**src/core/rsp_pkg.sv**
```systemverilog
// Shared constants and types for the reset status and power-up timer block
package rsp_pkg;

	localparam int PC_BITS = 21;
	localparam int POWER_UP_TIMER_BITS = 11;
	localparam int CFG_WORDS = 8;
	localparam int CFG_BITS = 8;

	localparam logic [PC_BITS-1:0] PC_RESET = 21'h000000;
	localparam logic [PC_BITS-1:0] PC_VEC_HIGH = 21'h000008;
	localparam logic [PC_BITS-1:0] PC_VEC_LOW = 21'h000018;
	localparam logic [PC_BITS-1:0] PC_STEP = 21'h000002;

	typedef enum logic [1:0]
	{
		PM_FULL = 2'b00,
		PM_RUN = 2'b01,
		PM_IDLE = 2'b10,
		PM_SLEEP = 2'b11
	} rsp_pmode_type;

	typedef enum logic [1:0]
	{
		ST_POWER = 2'b00,
		ST_TIMER = 2'b01,
		ST_HOLD = 2'b10,
		ST_RUN = 2'b11
	} rsp_state_type;

	// Flags are active low in meaning except the two stack flags
	typedef struct packed
	{
		logic cm;
		logic ri;
		logic to;
		logic pd;
		logic por;
		logic bor;
		logic stack_full_flag;
		logic stack_underflow_flag;
	} rsp_flags_type;

	typedef struct packed
	{
		logic reset_instr;
		logic wdt_timeout;
		logic stack_full;
		logic stack_underflow;
		logic irq_wake;
		logic clrwdt;
		logic sleep;
	} rsp_events_type;

	localparam rsp_flags_type FLAGS_POR = 8'hF0;
	// Status bits that software can write; the timeout and power-down bits are read only
	localparam rsp_flags_type FLAGS_SW_MASK = 8'hCF;

endpackage

```
**src/core/rsp_cfg_store.sv**
```systemverilog
// Configuration words with complementary shadow copies and mismatch detector
`timescale 1ns/1ps
module rsp_cfg_store #(
	parameter int WORDS = 8,
	parameter int BITS = 8
) (
	input wire logic clk_i,
	input wire logic resetn_i,
	input wire logic reload_i,
	input wire logic [WORDS*BITS-1:0] flash_i,
	input wire logic [WORDS*BITS-1:0] upset_i,
	output logic [WORDS*BITS-1:0] words_o,
	output logic mismatch_o
);

	logic [WORDS-1:0] word_bad;
	logic [WORDS*BITS-1:0] live;

	genvar g;
	generate
		for (g = 0; g < WORDS; g++)
		begin : g_word
			logic [BITS-1:0] word_q;
			logic [BITS-1:0] shadow_q;
			// No reset: contents are unknown until the first reload
			always_ff @(posedge clk_i)
			begin
				if (reload_i)
				begin
					word_q <= flash_i[g*BITS +: BITS];
					shadow_q <= ~flash_i[g*BITS +: BITS];
				end
				else
				begin
					word_q <= word_q ^ upset_i[g*BITS +: BITS];
				end
			end
			assign word_bad[g] = (word_q != ~shadow_q);
			assign live[g*BITS +: BITS] = word_q;
		end
	endgenerate

	// One process owns the whole output word
	always_ff @(posedge clk_i or negedge resetn_i)
	begin
		if (!resetn_i)
			words_o <= '0;
		else
			words_o <= live;
	end

	always_ff @(posedge clk_i or negedge resetn_i)
	begin
		if (!resetn_i)
			mismatch_o <= 1'b0;
		else
			mismatch_o <= (|word_bad) && !reload_i;
	end

endmodule

```
**src/core/rsp_top.sv**
```systemverilog
// Reset sequencer, reset status flags and power-up timer
`timescale 1ns/1ps
module rsp_top #(
	parameter int CFG_WORDS = rsp_pkg::CFG_WORDS,
	parameter int CFG_BITS = rsp_pkg::CFG_BITS,
	parameter int POWER_UP_TIMER_BITS = rsp_pkg::POWER_UP_TIMER_BITS
) (
	input wire logic clk_i,
	input wire logic resetn_i,
	input wire logic por_pulse_i,
	input wire logic brownout_pulse_i,
	input wire logic vreg_enable_i,
	input wire logic master_clear_pin_i,
	output logic master_clear_pin_o,
	output logic master_clear_pin_oe_o,
	input wire logic internal_rc_osc_tick_i,
	input wire rsp_pkg::rsp_pmode_type pmode_i,
	input wire rsp_pkg::rsp_events_type events_i,
	input wire logic stack_error_reset_enable_i,
	input wire logic global_irq_enable_high_i,
	input wire logic global_irq_enable_low_i,
	input wire logic irq_high_prio_i,
	input wire logic [rsp_pkg::PC_BITS-1:0] pc_i,
	input wire logic flag_wr_i,
	input wire rsp_pkg::rsp_flags_type flag_wr_data_i,
	input wire logic [CFG_WORDS*CFG_BITS-1:0] flash_cfg_i,
	input wire logic [CFG_WORDS*CFG_BITS-1:0] cfg_upset_i,
	output logic [CFG_WORDS*CFG_BITS-1:0] cfg_words_o,
	output logic cfg_reload_o,
	output logic core_reset_o,
	output logic power_up_timer_done_o,
	output rsp_pkg::rsp_flags_type reset_flags_o,
	output logic pc_load_o,
	output logic [rsp_pkg::PC_BITS-1:0] pc_value_o,
	output logic wake_o
);

	localparam logic [POWER_UP_TIMER_BITS-1:0] POWER_UP_TIMER_LAST = {POWER_UP_TIMER_BITS{1'b1}};

	rsp_pkg::rsp_state_type state_q;
	rsp_pkg::rsp_state_type state_d;
	logic [POWER_UP_TIMER_BITS-1:0] power_up_timer_cnt_q;
	logic power_up_timer_done_q;
	logic bor_act;
	logic power_act;
	logic running;
	logic sleepy;
	logic active_mode;
	logic master_clear_pin_low;
	logic cfg_mismatch;
	logic wdt_rst;
	logic stack_rst;
	logic hard_rst;
	logic wdt_wake;
	logic irq_wake;
	logic gie_any;

	assign bor_act = brownout_pulse_i && vreg_enable_i;
	assign power_act = por_pulse_i || bor_act;
	assign running = (state_q == rsp_pkg::ST_RUN);
	assign sleepy = (pmode_i == rsp_pkg::PM_IDLE) || (pmode_i == rsp_pkg::PM_SLEEP);
	assign active_mode = !sleepy;
	assign master_clear_pin_low = !master_clear_pin_i;
	assign wdt_rst = running && events_i.wdt_timeout && active_mode;
	assign wdt_wake = running && events_i.wdt_timeout && sleepy;
	assign irq_wake = running && events_i.irq_wake && sleepy;
	assign stack_rst = stack_error_reset_enable_i
		&& (events_i.stack_full || events_i.stack_underflow);
	// Underflow with the enable low falls out of this term on purpose
	assign hard_rst = running && (master_clear_pin_low || events_i.reset_instr || wdt_rst
		|| stack_rst || cfg_mismatch);
	assign gie_any = global_irq_enable_high_i || global_irq_enable_low_i;

	rsp_cfg_store #(
		.WORDS(CFG_WORDS),
		.BITS(CFG_BITS)
	) u_cfg (
		.clk_i(clk_i),
		.resetn_i(resetn_i),
		.reload_i(cfg_reload_o),
		.flash_i(flash_cfg_i),
		.upset_i(cfg_upset_i),
		.words_o(cfg_words_o),
		.mismatch_o(cfg_mismatch)
	);

	// Sequencer; power events override everything, even mid-count
	always_comb
	begin
		state_d = state_q;
		if (power_act)
			state_d = rsp_pkg::ST_POWER;
		else
		begin
			case (state_q)
				rsp_pkg::ST_POWER:
					state_d = rsp_pkg::ST_TIMER;
				rsp_pkg::ST_TIMER:
				begin
					if (power_up_timer_done_q && master_clear_pin_i)
						state_d = rsp_pkg::ST_RUN;
					else if (power_up_timer_done_q)
						state_d = rsp_pkg::ST_HOLD;
				end
				rsp_pkg::ST_HOLD:
				begin
					if (master_clear_pin_i)
						state_d = rsp_pkg::ST_RUN;
				end
				rsp_pkg::ST_RUN:
				begin
					if (hard_rst)
						state_d = rsp_pkg::ST_HOLD;
				end
				default:
					state_d = rsp_pkg::ST_POWER;
			endcase
		end
	end

	always_ff @(posedge clk_i or negedge resetn_i)
	begin
		if (!resetn_i)
			state_q <= rsp_pkg::ST_POWER;
		else
			state_q <= state_d;
	end

	always_ff @(posedge clk_i or negedge resetn_i)
	begin
		if (!resetn_i)
			core_reset_o <= 1'b1;
		else
			core_reset_o <= (state_d != rsp_pkg::ST_RUN);
	end

	// Timer has no enable input at all: every power entry runs it
	always_ff @(posedge clk_i or negedge resetn_i)
	begin
		if (!resetn_i)
		begin
			power_up_timer_cnt_q <= '0;
			power_up_timer_done_q <= 1'b0;
		end
		else if (power_act || state_q == rsp_pkg::ST_POWER)
		begin
			power_up_timer_cnt_q <= '0;
			power_up_timer_done_q <= 1'b0;
		end
		else if (internal_rc_osc_tick_i && !power_up_timer_done_q)
		begin
			if (power_up_timer_cnt_q == POWER_UP_TIMER_LAST)
				power_up_timer_done_q <= 1'b1;
			else
				power_up_timer_cnt_q <= power_up_timer_cnt_q + 1'b1;
		end
	end

	assign power_up_timer_done_o = power_up_timer_done_q;

	always_ff @(posedge clk_i or negedge resetn_i)
	begin
		if (!resetn_i)
			cfg_reload_o <= 1'b0;
		else
			cfg_reload_o <= (state_q == rsp_pkg::ST_POWER && !power_act) || hard_rst;
	end

	// Later assignments win, so hardware events beat a same-cycle software write
	always_ff @(posedge clk_i or negedge resetn_i)
	begin
		if (!resetn_i)
			reset_flags_o <= rsp_pkg::FLAGS_POR;
		else
		begin
			if (flag_wr_i)
				reset_flags_o <= (reset_flags_o & ~rsp_pkg::FLAGS_SW_MASK)
					| (flag_wr_data_i & rsp_pkg::FLAGS_SW_MASK);
			if (running && events_i.clrwdt)
			begin
				reset_flags_o.to <= 1'b1;
				reset_flags_o.pd <= 1'b1;
			end
			if (running && events_i.sleep)
			begin
				reset_flags_o.to <= 1'b1;
				reset_flags_o.pd <= 1'b0;
			end
			if (running && cfg_mismatch)
				reset_flags_o.cm <= 1'b0;
			if (running && events_i.reset_instr)
				reset_flags_o.ri <= 1'b0;
			if (running && master_clear_pin_low && pmode_i == rsp_pkg::PM_RUN)
				reset_flags_o.to <= 1'b1;
			if (running && master_clear_pin_low && sleepy)
			begin
				reset_flags_o.to <= 1'b1;
				reset_flags_o.pd <= 1'b0;
			end
			if (wdt_rst)
				reset_flags_o.to <= 1'b0;
			if (wdt_wake)
			begin
				reset_flags_o.to <= 1'b0;
				reset_flags_o.pd <= 1'b0;
			end
			if (irq_wake)
				reset_flags_o.pd <= 1'b0;
			if (running && stack_error_reset_enable_i && events_i.stack_full)
				reset_flags_o.stack_full_flag <= 1'b1;
			if (running && events_i.stack_underflow)
				reset_flags_o.stack_underflow_flag <= 1'b1;
			if (bor_act)
			begin
				reset_flags_o.cm <= 1'b1;
				reset_flags_o.ri <= 1'b1;
				reset_flags_o.to <= 1'b1;
				reset_flags_o.pd <= 1'b1;
				reset_flags_o.bor <= 1'b0;
			end
			if (por_pulse_i)
				reset_flags_o <= rsp_pkg::FLAGS_POR;
		end
	end

	// Reset vector is loaded as the core comes out of reset
	always_ff @(posedge clk_i or negedge resetn_i)
	begin
		if (!resetn_i)
		begin
			pc_load_o <= 1'b0;
			pc_value_o <= rsp_pkg::PC_RESET;
			wake_o <= 1'b0;
		end
		else
		begin
			pc_load_o <= 1'b0;
			wake_o <= 1'b0;
			if (!running && state_d == rsp_pkg::ST_RUN)
			begin
				pc_load_o <= 1'b1;
				pc_value_o <= rsp_pkg::PC_RESET;
			end
			else if (!hard_rst && !power_act && (wdt_wake || irq_wake))
			begin
				pc_load_o <= 1'b1;
				wake_o <= 1'b1;
				if (irq_wake && !wdt_wake && gie_any)
					pc_value_o <= irq_high_prio_i ? rsp_pkg::PC_VEC_HIGH
						: rsp_pkg::PC_VEC_LOW;
				else
					pc_value_o <= pc_i + rsp_pkg::PC_STEP;
			end
		end
	end

	// Pin is input only; enable held low so no reset source can pull it
	always_ff @(posedge clk_i or negedge resetn_i)
	begin
		if (!resetn_i)
		begin
			master_clear_pin_o <= 1'b0;
			master_clear_pin_oe_o <= 1'b0;
		end
		else
		begin
			master_clear_pin_o <= 1'b0;
			master_clear_pin_oe_o <= 1'b0;
		end
	end
endmodule

```
**config.mk**
```make
export PLATFORM = sky130hd
export DESIGN_NAME = rsp_top
export DESIGN_NICKNAME = d
export VERILOG_FILES = /design/src/core/rsp_pkg.sv /design/src/core/rsp_cfg_store.sv /design/src/core/rsp_top.sv
export SDC_FILE = /design/constraint.sdc
export NUM_CORES = 1
export LEC_CHECK = 0
export ABC_AREA = 1
export CORE_ASPECT_RATIO = 1.25
export CORE_MARGIN = 8
export CORE_UTILIZATION = 55
export DETAILED_ROUTE_END_ITERATION = 6
export DONT_BUFFER_PORTS = 1
export PLACE_DENSITY = 0.73
export RECOVER_POWER = 25
export SLEW_MARGIN = 10
export SYNTH_ARGS = -nofsm -noshare
export SYNTH_HDL_FRONTEND = slang
export SYNTH_HIERARCHICAL = 1
export SYNTH_SLANG_ARGS = --single-unit
export TNS_END_PERCENT = 30
```
**constraint.sdc**
```tcl
create_clock -name clk_i -period 2.55 [get_ports clk_i]
set_input_delay 0.51 -clock clk_i [delete_from_list [all_inputs] [get_ports clk_i]]
set_output_delay 0.51 -clock clk_i [all_outputs]
set_load 0.01 [all_outputs]
```
==> metrics.yaml, run 1 <==
pwr-share-clk_pct: 35.3
grt_max_degree: 113
yosys.area.top_type: "dfrtp_1"
yosysWarningCount: 6
grt_usage_pct: 18.9
end_kind: "output pin"
p_int_mw: 7.11
ys_seq_area_share_pct: 59.0
ant_nets: 0
rows: 55
worstPathArrival_ns: 1.33
yosysTopAreaCellShare_pct: 26.3
overflow: 0
avgSynthCellArea_sq_um: 8.96
p_leak_nw: 5.29
tightest_slew_ns: 0.600
switching_share_pct: 26.7
fillCellCount: 1545
ys_ff_latch: 240
core_area_sq_mm: 0.0181
dr.pass1.iters: 7
max_cap_viol_count: 0
reg2reg_depth: 9
report.final.slew_viol_count: 0
start_kind: "flop"
ys.flop_type: "dfrtp_1"
antenna_found_initial: 0
hold_viol_final: 112
fmax_mhz: 543
pwr-share-comb_pct: 10.0
irDropWorstVdd_mv: 0.634
initial_core_util_pct: 56.3
die_x_microns: 138
fin_skew_ns: 0.0122
synthDistinctLibCells: 40
relSlewSlack_pct: 60.0
numClockSinks: 240
status: "finished with violations"
regArea_sq_mm: 0.00602
critPathRequiredTime_ns: 2.04
fin_area_sq_mm: 0.0112
wl_microns: 22400
clockBufferDepth: 3
postSynth.asyncResetShare_pct: 46.7
die_h_microns: 168
layout-drive-gt1-share_pct: 5.91
fin_hold_ws_ns: -0.300
post_cts_resized: 0
critical_path_class: "flop to output pin"
period_needed_ns: 1.84
synth_cells: 1137
fin_tns_setup_ns: 0
violations: "hold timing"
grt_first_pass_wirelength_microns: 35300
cts_tree: "built"
area_delta_synth_final_pct: 10.2
htreeDepth: 1
cts_root_buffer: "clkbuf_16"
vias: 6967
dp_hpwl_microns: 16600
worstHoldPathType: "input pin to asynchronous set/reset pin"
regToRegEndpoint: "power_up_timer_cnt_q[4]"
setup_viol: 0
fin_crit_sh_pct: 72.3
route.detailed.drc: 0
grt_pass1_vias: 7001
netlist_area_sq_mm: 0.0102
wire_per_inst_microns: 16.1
cts-buffers-inserted: 23
final_common_cell: "nand2_1"
reg2reg_from: "power_up_timer_cnt_q[0]"
crit_fanout: 48
power.share.sequential_pct: 54.7
r2r_slack_ns: 0.75
multi_input_area_sq_mm: 0.00344
place_area_sq_mm: 0.0105
drt_iter0_markers: 451
most-common-layout-cells: "296 x nand2_1, 163 x inv_1, 154 x nor2_1, 106 x dfrtp_1, 77 x o21ai_0"
synthTopCellsByArea: "dfrtp_1 26%, edfxtp_1 19%, dfxtp_1 13%, nand2_1 11%, inv_1 6.0%"
p_per_area_mw_per_mm2: 865
synth_edf_count: 64
rsz0062_at_grt: "false"
switchingPower_mw: 2.59
via_per_inst: 4.99
place_congestion: 0.840
clkTransAtPathRegs_ns: 0.06
die-area_sq_mm: 0.0232
nNetsFinal: 1330
antennaDiodeCount: 0
clkLatencyLatePin_ns: 0.51
io_buffers: 0
pin_count: 278
## flip-flops by register name (all words and copies together) (netlist names)
register / count
power_up_timer_cnt_q: 11
cfg_reload_o: 1
reset_flags_o: 8
pc_value_o: 21
u_cfg/g_word.word_q: 64
pc_load_o: 1
u_cfg/words_o: 64
core_reset_o: 1
u_cfg/g_word.shadow_q: 64
state_q: 2
u_cfg/mismatch_o: 1
wake_o: 1
power_up_timer_done_o: 1
## how the worst max path moves through the flow
stage / start / to / slack (ns) / cells past startpoint
after floorplan: cfg_reload_o / u_cfg/g_word[0].word_q[3] / 0.02 / 3
after global placement: power_up_timer_cnt_q[0] / power_up_timer_cnt_q[4] / 0.79 / 9
after detailed placement: power_up_timer_cnt_q[0] / power_up_timer_cnt_q[6] / 0.76 / 8
after CTS: cfg_reload_o / cfg_reload_o / 0.66 / 0
after global routing: power_up_timer_cnt_q[0] / power_up_timer_cnt_q[5] / 0.57 / 9
final: cfg_reload_o / cfg_reload_o / 0.71 / 0
## logic make-up after synthesis
logic type | share of synthesized area, %
and+or+nand+nor | 21.0
buffers and inverters | 7.21
xor gates and xnor gates | 7.48
adders and majority gates | 0.246
DFF | 59.0
other | 0.0368
AOI/OAI and AO/OA | 5.01
## power by group through the flow
stage	clock network, mW	logic [mW]	registers (mW)
4_1_cts	3.51	0.983	5.33
5_1_grt	3.66	1.14	5.41
6_report	3.42	0.974	5.31
3_5_place_dp	0	0.969	5.40
2_1_floorplan	0	0.820	5.20
3_3_place_gp	0	0.926	5.37
## routing by layer
| layer | global-route usage [%] | routed length [microns] | vias to the layer above |
|---|---|---|---|
| li1 | - | - | 3543 |
| met1 | 20.0 | 7730 | 3158 |
| met2 | 33.7 | 11400 | 233 |
| met3 | 8.01 | 2790 | 33 |
| met4 | 4.78 | 463 | 0 |
| met5 | 0 | 0 | - |
## final cells by class
| type | count | share of cell area, % |
|---|---|---|
| flip-flops and latches | 240 | 53.6 |
| multi-input cells | 712 | 30.7 |
| clock buffers | 32 | 5.88 |
| inverters | 165 | 5.56 |
| well taps | 228 | 2.54 |
| clock inverters | 10 | 0.970 |
| repair buffers | 8 | 0.758 |
## per-stage QoR
step	total power, mW	util, %	setup WS [ns]	instances
3_3_place_gp	6.30	57.7	0.786	1353
4_1_cts	9.82	62.0	0.661	1395
2_1_floorplan	6.02	-	0.0194	1138
5_1_grt	10.2	62.0	0.571	1395
3_5_place_dp	6.37	57.7	0.759	1353
6_report	9.71	62.0	0.707	1395
## repair_timing
action | in CTS | in global routing
setup buffers | 0 | 0
endpoints found under the hold margin | 112 | 112
endpoints found under the setup margin | 0 | 0
## synthesized netlist by cell type (2+ instances only)
cell type and n:
a211oi_1 2, a21oi_1 6, buf_2 13, buf_4 2, clkbuf_1 5, dfrtp_1 107
dfstp_2 5, dfxtp_1 64, edfxtp_1 64, ha_1 2, inv_1 163, nand2_1 296
nand2_2 3, nand3_1 46, nand3b_1 3, nand4_1 8, nor2_1 154, nor2_2 3
nor3_1 5, o21ai_0 77, o21bai_1 2, o22ai_1 2, or2_2 3, xnor2_1 66
xor2_1 21
No activity file was read; power rests on OpenSTA's default activity.
==> run 2, diff against run 1 <==
--- a/config.mk
+++ b/config.mk
@@ -11,7 +11,7 @@
 export CORE_UTILIZATION = 55
 export DETAILED_ROUTE_END_ITERATION = 6
 export DONT_BUFFER_PORTS = 1
-export PLACE_DENSITY = 0.73
+export PLACE_DENSITY = 0.7
 export RECOVER_POWER = 25
 export SLEW_MARGIN = 10
 export SYNTH_ARGS = -nofsm -noshare
==> constraint.sdc (replaced) <==
create_clock -name clk_i -period 1.74 [get_ports clk_i]
set_input_delay 0.348 -clock clk_i [delete_from_list [all_inputs] [get_ports clk_i]]
set_output_delay 0.348 -clock clk_i [all_outputs]
set_load 0.01 [all_outputs]
==> run 2 against run 1 <==
Critical path type is now flop to flop. The run still ends with hold timing left. Routed wire length is 4.3% higher. Design area is 7.5% higher. Highest routed layer unchanged. Worst setup slack worse by 0.55 ns.
==> metrics.yaml, run 2 (synthesis results as in run 1) <==
r2r_slack_ns: 0.16  # -0.59 ns
cts_tree: "built"
reg2reg_depth: 9  # unchanged
fin_hold_ws_ns: -0.464  # -0.164 ns
dr.pass1.iters: 4  # -3
die_x_microns: 138  # unchanged
vias: 7278  # +4.5%
antenna_found_initial: 0  # unchanged
cts_hold_buffers: 71
via_per_inst: 4.94  # -1.1%
numClockSinks: 240  # unchanged
layout-drive-gt1-share_pct: 6.34  # +0.43 points
grt_usage_pct: 20.0  # +1.1 points
grt_pass1_vias: 7291  # +4.1%
period_needed_ns: 1.58
critical_path_class: "flop to flop"
stdcell_count: 1474  # +5.7%
reg2reg_from: "power_up_timer_cnt_q[1]"
core_area_sq_mm: 0.0181  # unchanged
wire_per_inst_microns: 15.9  # -1.3%
rsz0062_at_grt: "false"
worstPathArrival_ns: 2.00  # +0.67 ns
fmax_mhz: 632
area_delta_synth_final_pct: 18.4
ant_nets: 0  # unchanged
pin_count: 278  # unchanged
fillCellCount: 1392  # -9.9%
antennaDiodeCount: 0  # unchanged
max_cap_viol_count: 0  # unchanged
dp_hpwl_microns: 16600  # about the same
rows: 55  # unchanged
post-place-cells: 1357  # +0.30%
nNetsFinal: 1408  # +5.9%
start_kind: "flop"
grt_max_degree: 113  # unchanged
clkLatencyLatePin_ns: 0.50  # about the same
io_buffers: 0  # unchanged
setup_viol: 0  # unchanged
route.detailed.drc: 0  # unchanged
hold_viol_final: 112  # unchanged
top_regs: "u_cfg/g_word.shadow_q x64, u_cfg/g_word.word_q x64, u_cfg/words_o x64"
worstHoldPathType: "input pin to asynchronous set/reset pin"
report.final.slew_viol_count: 0  # unchanged
regToRegEndpoint: "power_up_timer_cnt_q[6]"
end_kind: "flop"
clockBufferDepth: 3  # unchanged
most-common-layout-cells: "295 x nand2_1, 163 x inv_1, 153 x nor2_1, 106 x dfrtp_1, 77 x o21ai_0"
regArea_sq_mm: 0.00602  # unchanged
wl_microns: 23400  # +4.3%
crit_fanout: 8  # -83%
die-area_sq_mm: 0.0232  # unchanged
p_leak_nw: 5.63  # +6.4%
clkTransAtPathRegs_ns: 0.06  # about the same
grt_first_pass_wirelength_microns: 37200  # +5.3%
p_per_area_mw_per_mm2: 1200  # +39%
htreeDepth: 1  # unchanged
critPathRequiredTime_ns: 2.15  # +0.11 ns
fin_crit_sh_pct: 91.0
final_common_cell: "nand2_1"
violations: "hold timing"
status: "finished with violations"
die_h_microns: 168  # unchanged
place_congestion: 0.851  # +1.2%
fin_skew_ns: 0.00914  # -0.00309 ns
cts_root_buffer: "clkbuf_16"
overflow: 0  # unchanged
irDropWorstVdd_mv: 0.884  # +39%
multi_input_area_sq_mm: 0.00345  # +0.29%
initial_core_util_pct: 56.3  # unchanged
fin_tns_setup_ns: 0  # unchanged
drt_iter0_markers: 334  # -26%
cts-buffers-inserted: 24  # +4.3%
## run 2: changes by cell type in the layout (fill, tap and decap cells not counted), sizes merged
cell         before  now
dlygate4sd3       0   71
buf               8   14
clkinvlp          0    4
clkbuf           32   30
clkinv            5    7
inv             168  166
## run 2: worst max path at each step
stage	start	end	slack [ns]	depth (start not counted)
3_3_place_gp	power_up_timer_cnt_q[1]	power_up_timer_cnt_q[4]	0.13	9
4_1_cts	power_up_timer_cnt_q[1]	power_up_timer_cnt_q[6]	0.02	8
3_5_place_dp	power_up_timer_cnt_q[1]	power_up_timer_cnt_q[6]	0.03	8
5_1_grt	power_up_timer_cnt_q[1]	power_up_timer_cnt_q[6]	0.006	9
2_1_floorplan	cfg_reload_o	u_cfg/g_word[0].word_q[3]	0.16	3
6_report	power_up_timer_cnt_q[1]	power_up_timer_cnt_q[6]	0.16	9
## run 2: power by group
group          internal [mW]  switching, mW
sequential              6.74           1.01
combinational          0.843          0.794
clock                   3.02           2.11
## run 2: layout make-up
class	instances	share of cell area (%)
flip-flops and latches	240	49.9
multi-input cells	712	28.6
clock inverters	14	1.12
inverters	165	5.20
clock buffers	30	5.51
well taps	228	2.37
repair buffers	85	7.29
## run 2: repair_timing
item,4_1_cts,5_1_grt
setup buffers,2,0
endpoints found under the hold margin,244,112
setup endpoints to repair,1,10
resized for setup,0,4
## run 2: critical path, cell delays in order, from the launching register on
cell,delay [ns]
dfrtp_1,0.37
ha_1,0.20
nand3_2,0.12
nor2_2,0.17
nand3_2,0.12
nand2_2,0.12
nand2_2,0.14
inv_4,0.13
nand2_1,0.05
o21ai_0,0.08
## run 2: metrics by stage
| step | worst slack, ns | utilization [%] | area, sq um | power [mW] |
|---|---|---|---|---|
| floorplan | 0.163 | - | 10200 | 8.82 |
| global placement | 0.129 | 58.1 | 10500 | 9.25 |
| detailed placement | 0.0252 | 58.1 | 10500 | 9.33 |
| CTS | 0.0220 | 66.5 | 12000 | 14.7 |
| global route | 0.00598 | 66.6 | 12100 | 15.3 |
| finish | 0.157 | 66.6 | 12100 | 14.5 |
## run 2: routing by layer
| metal | vias to the layer above | global-route usage [%] | wire (microns) |
|---|---|---|---|
| met5 | - | 0 | 0 |
| met4 | 0 | 4.68 | 406 |
| met3 | 27 | 7.09 | 2310 |
| met2 | 230 | 35.6 | 12100 |
| met1 | 3321 | 22.2 | 8590 |
| li1 | 3700 | - | - |
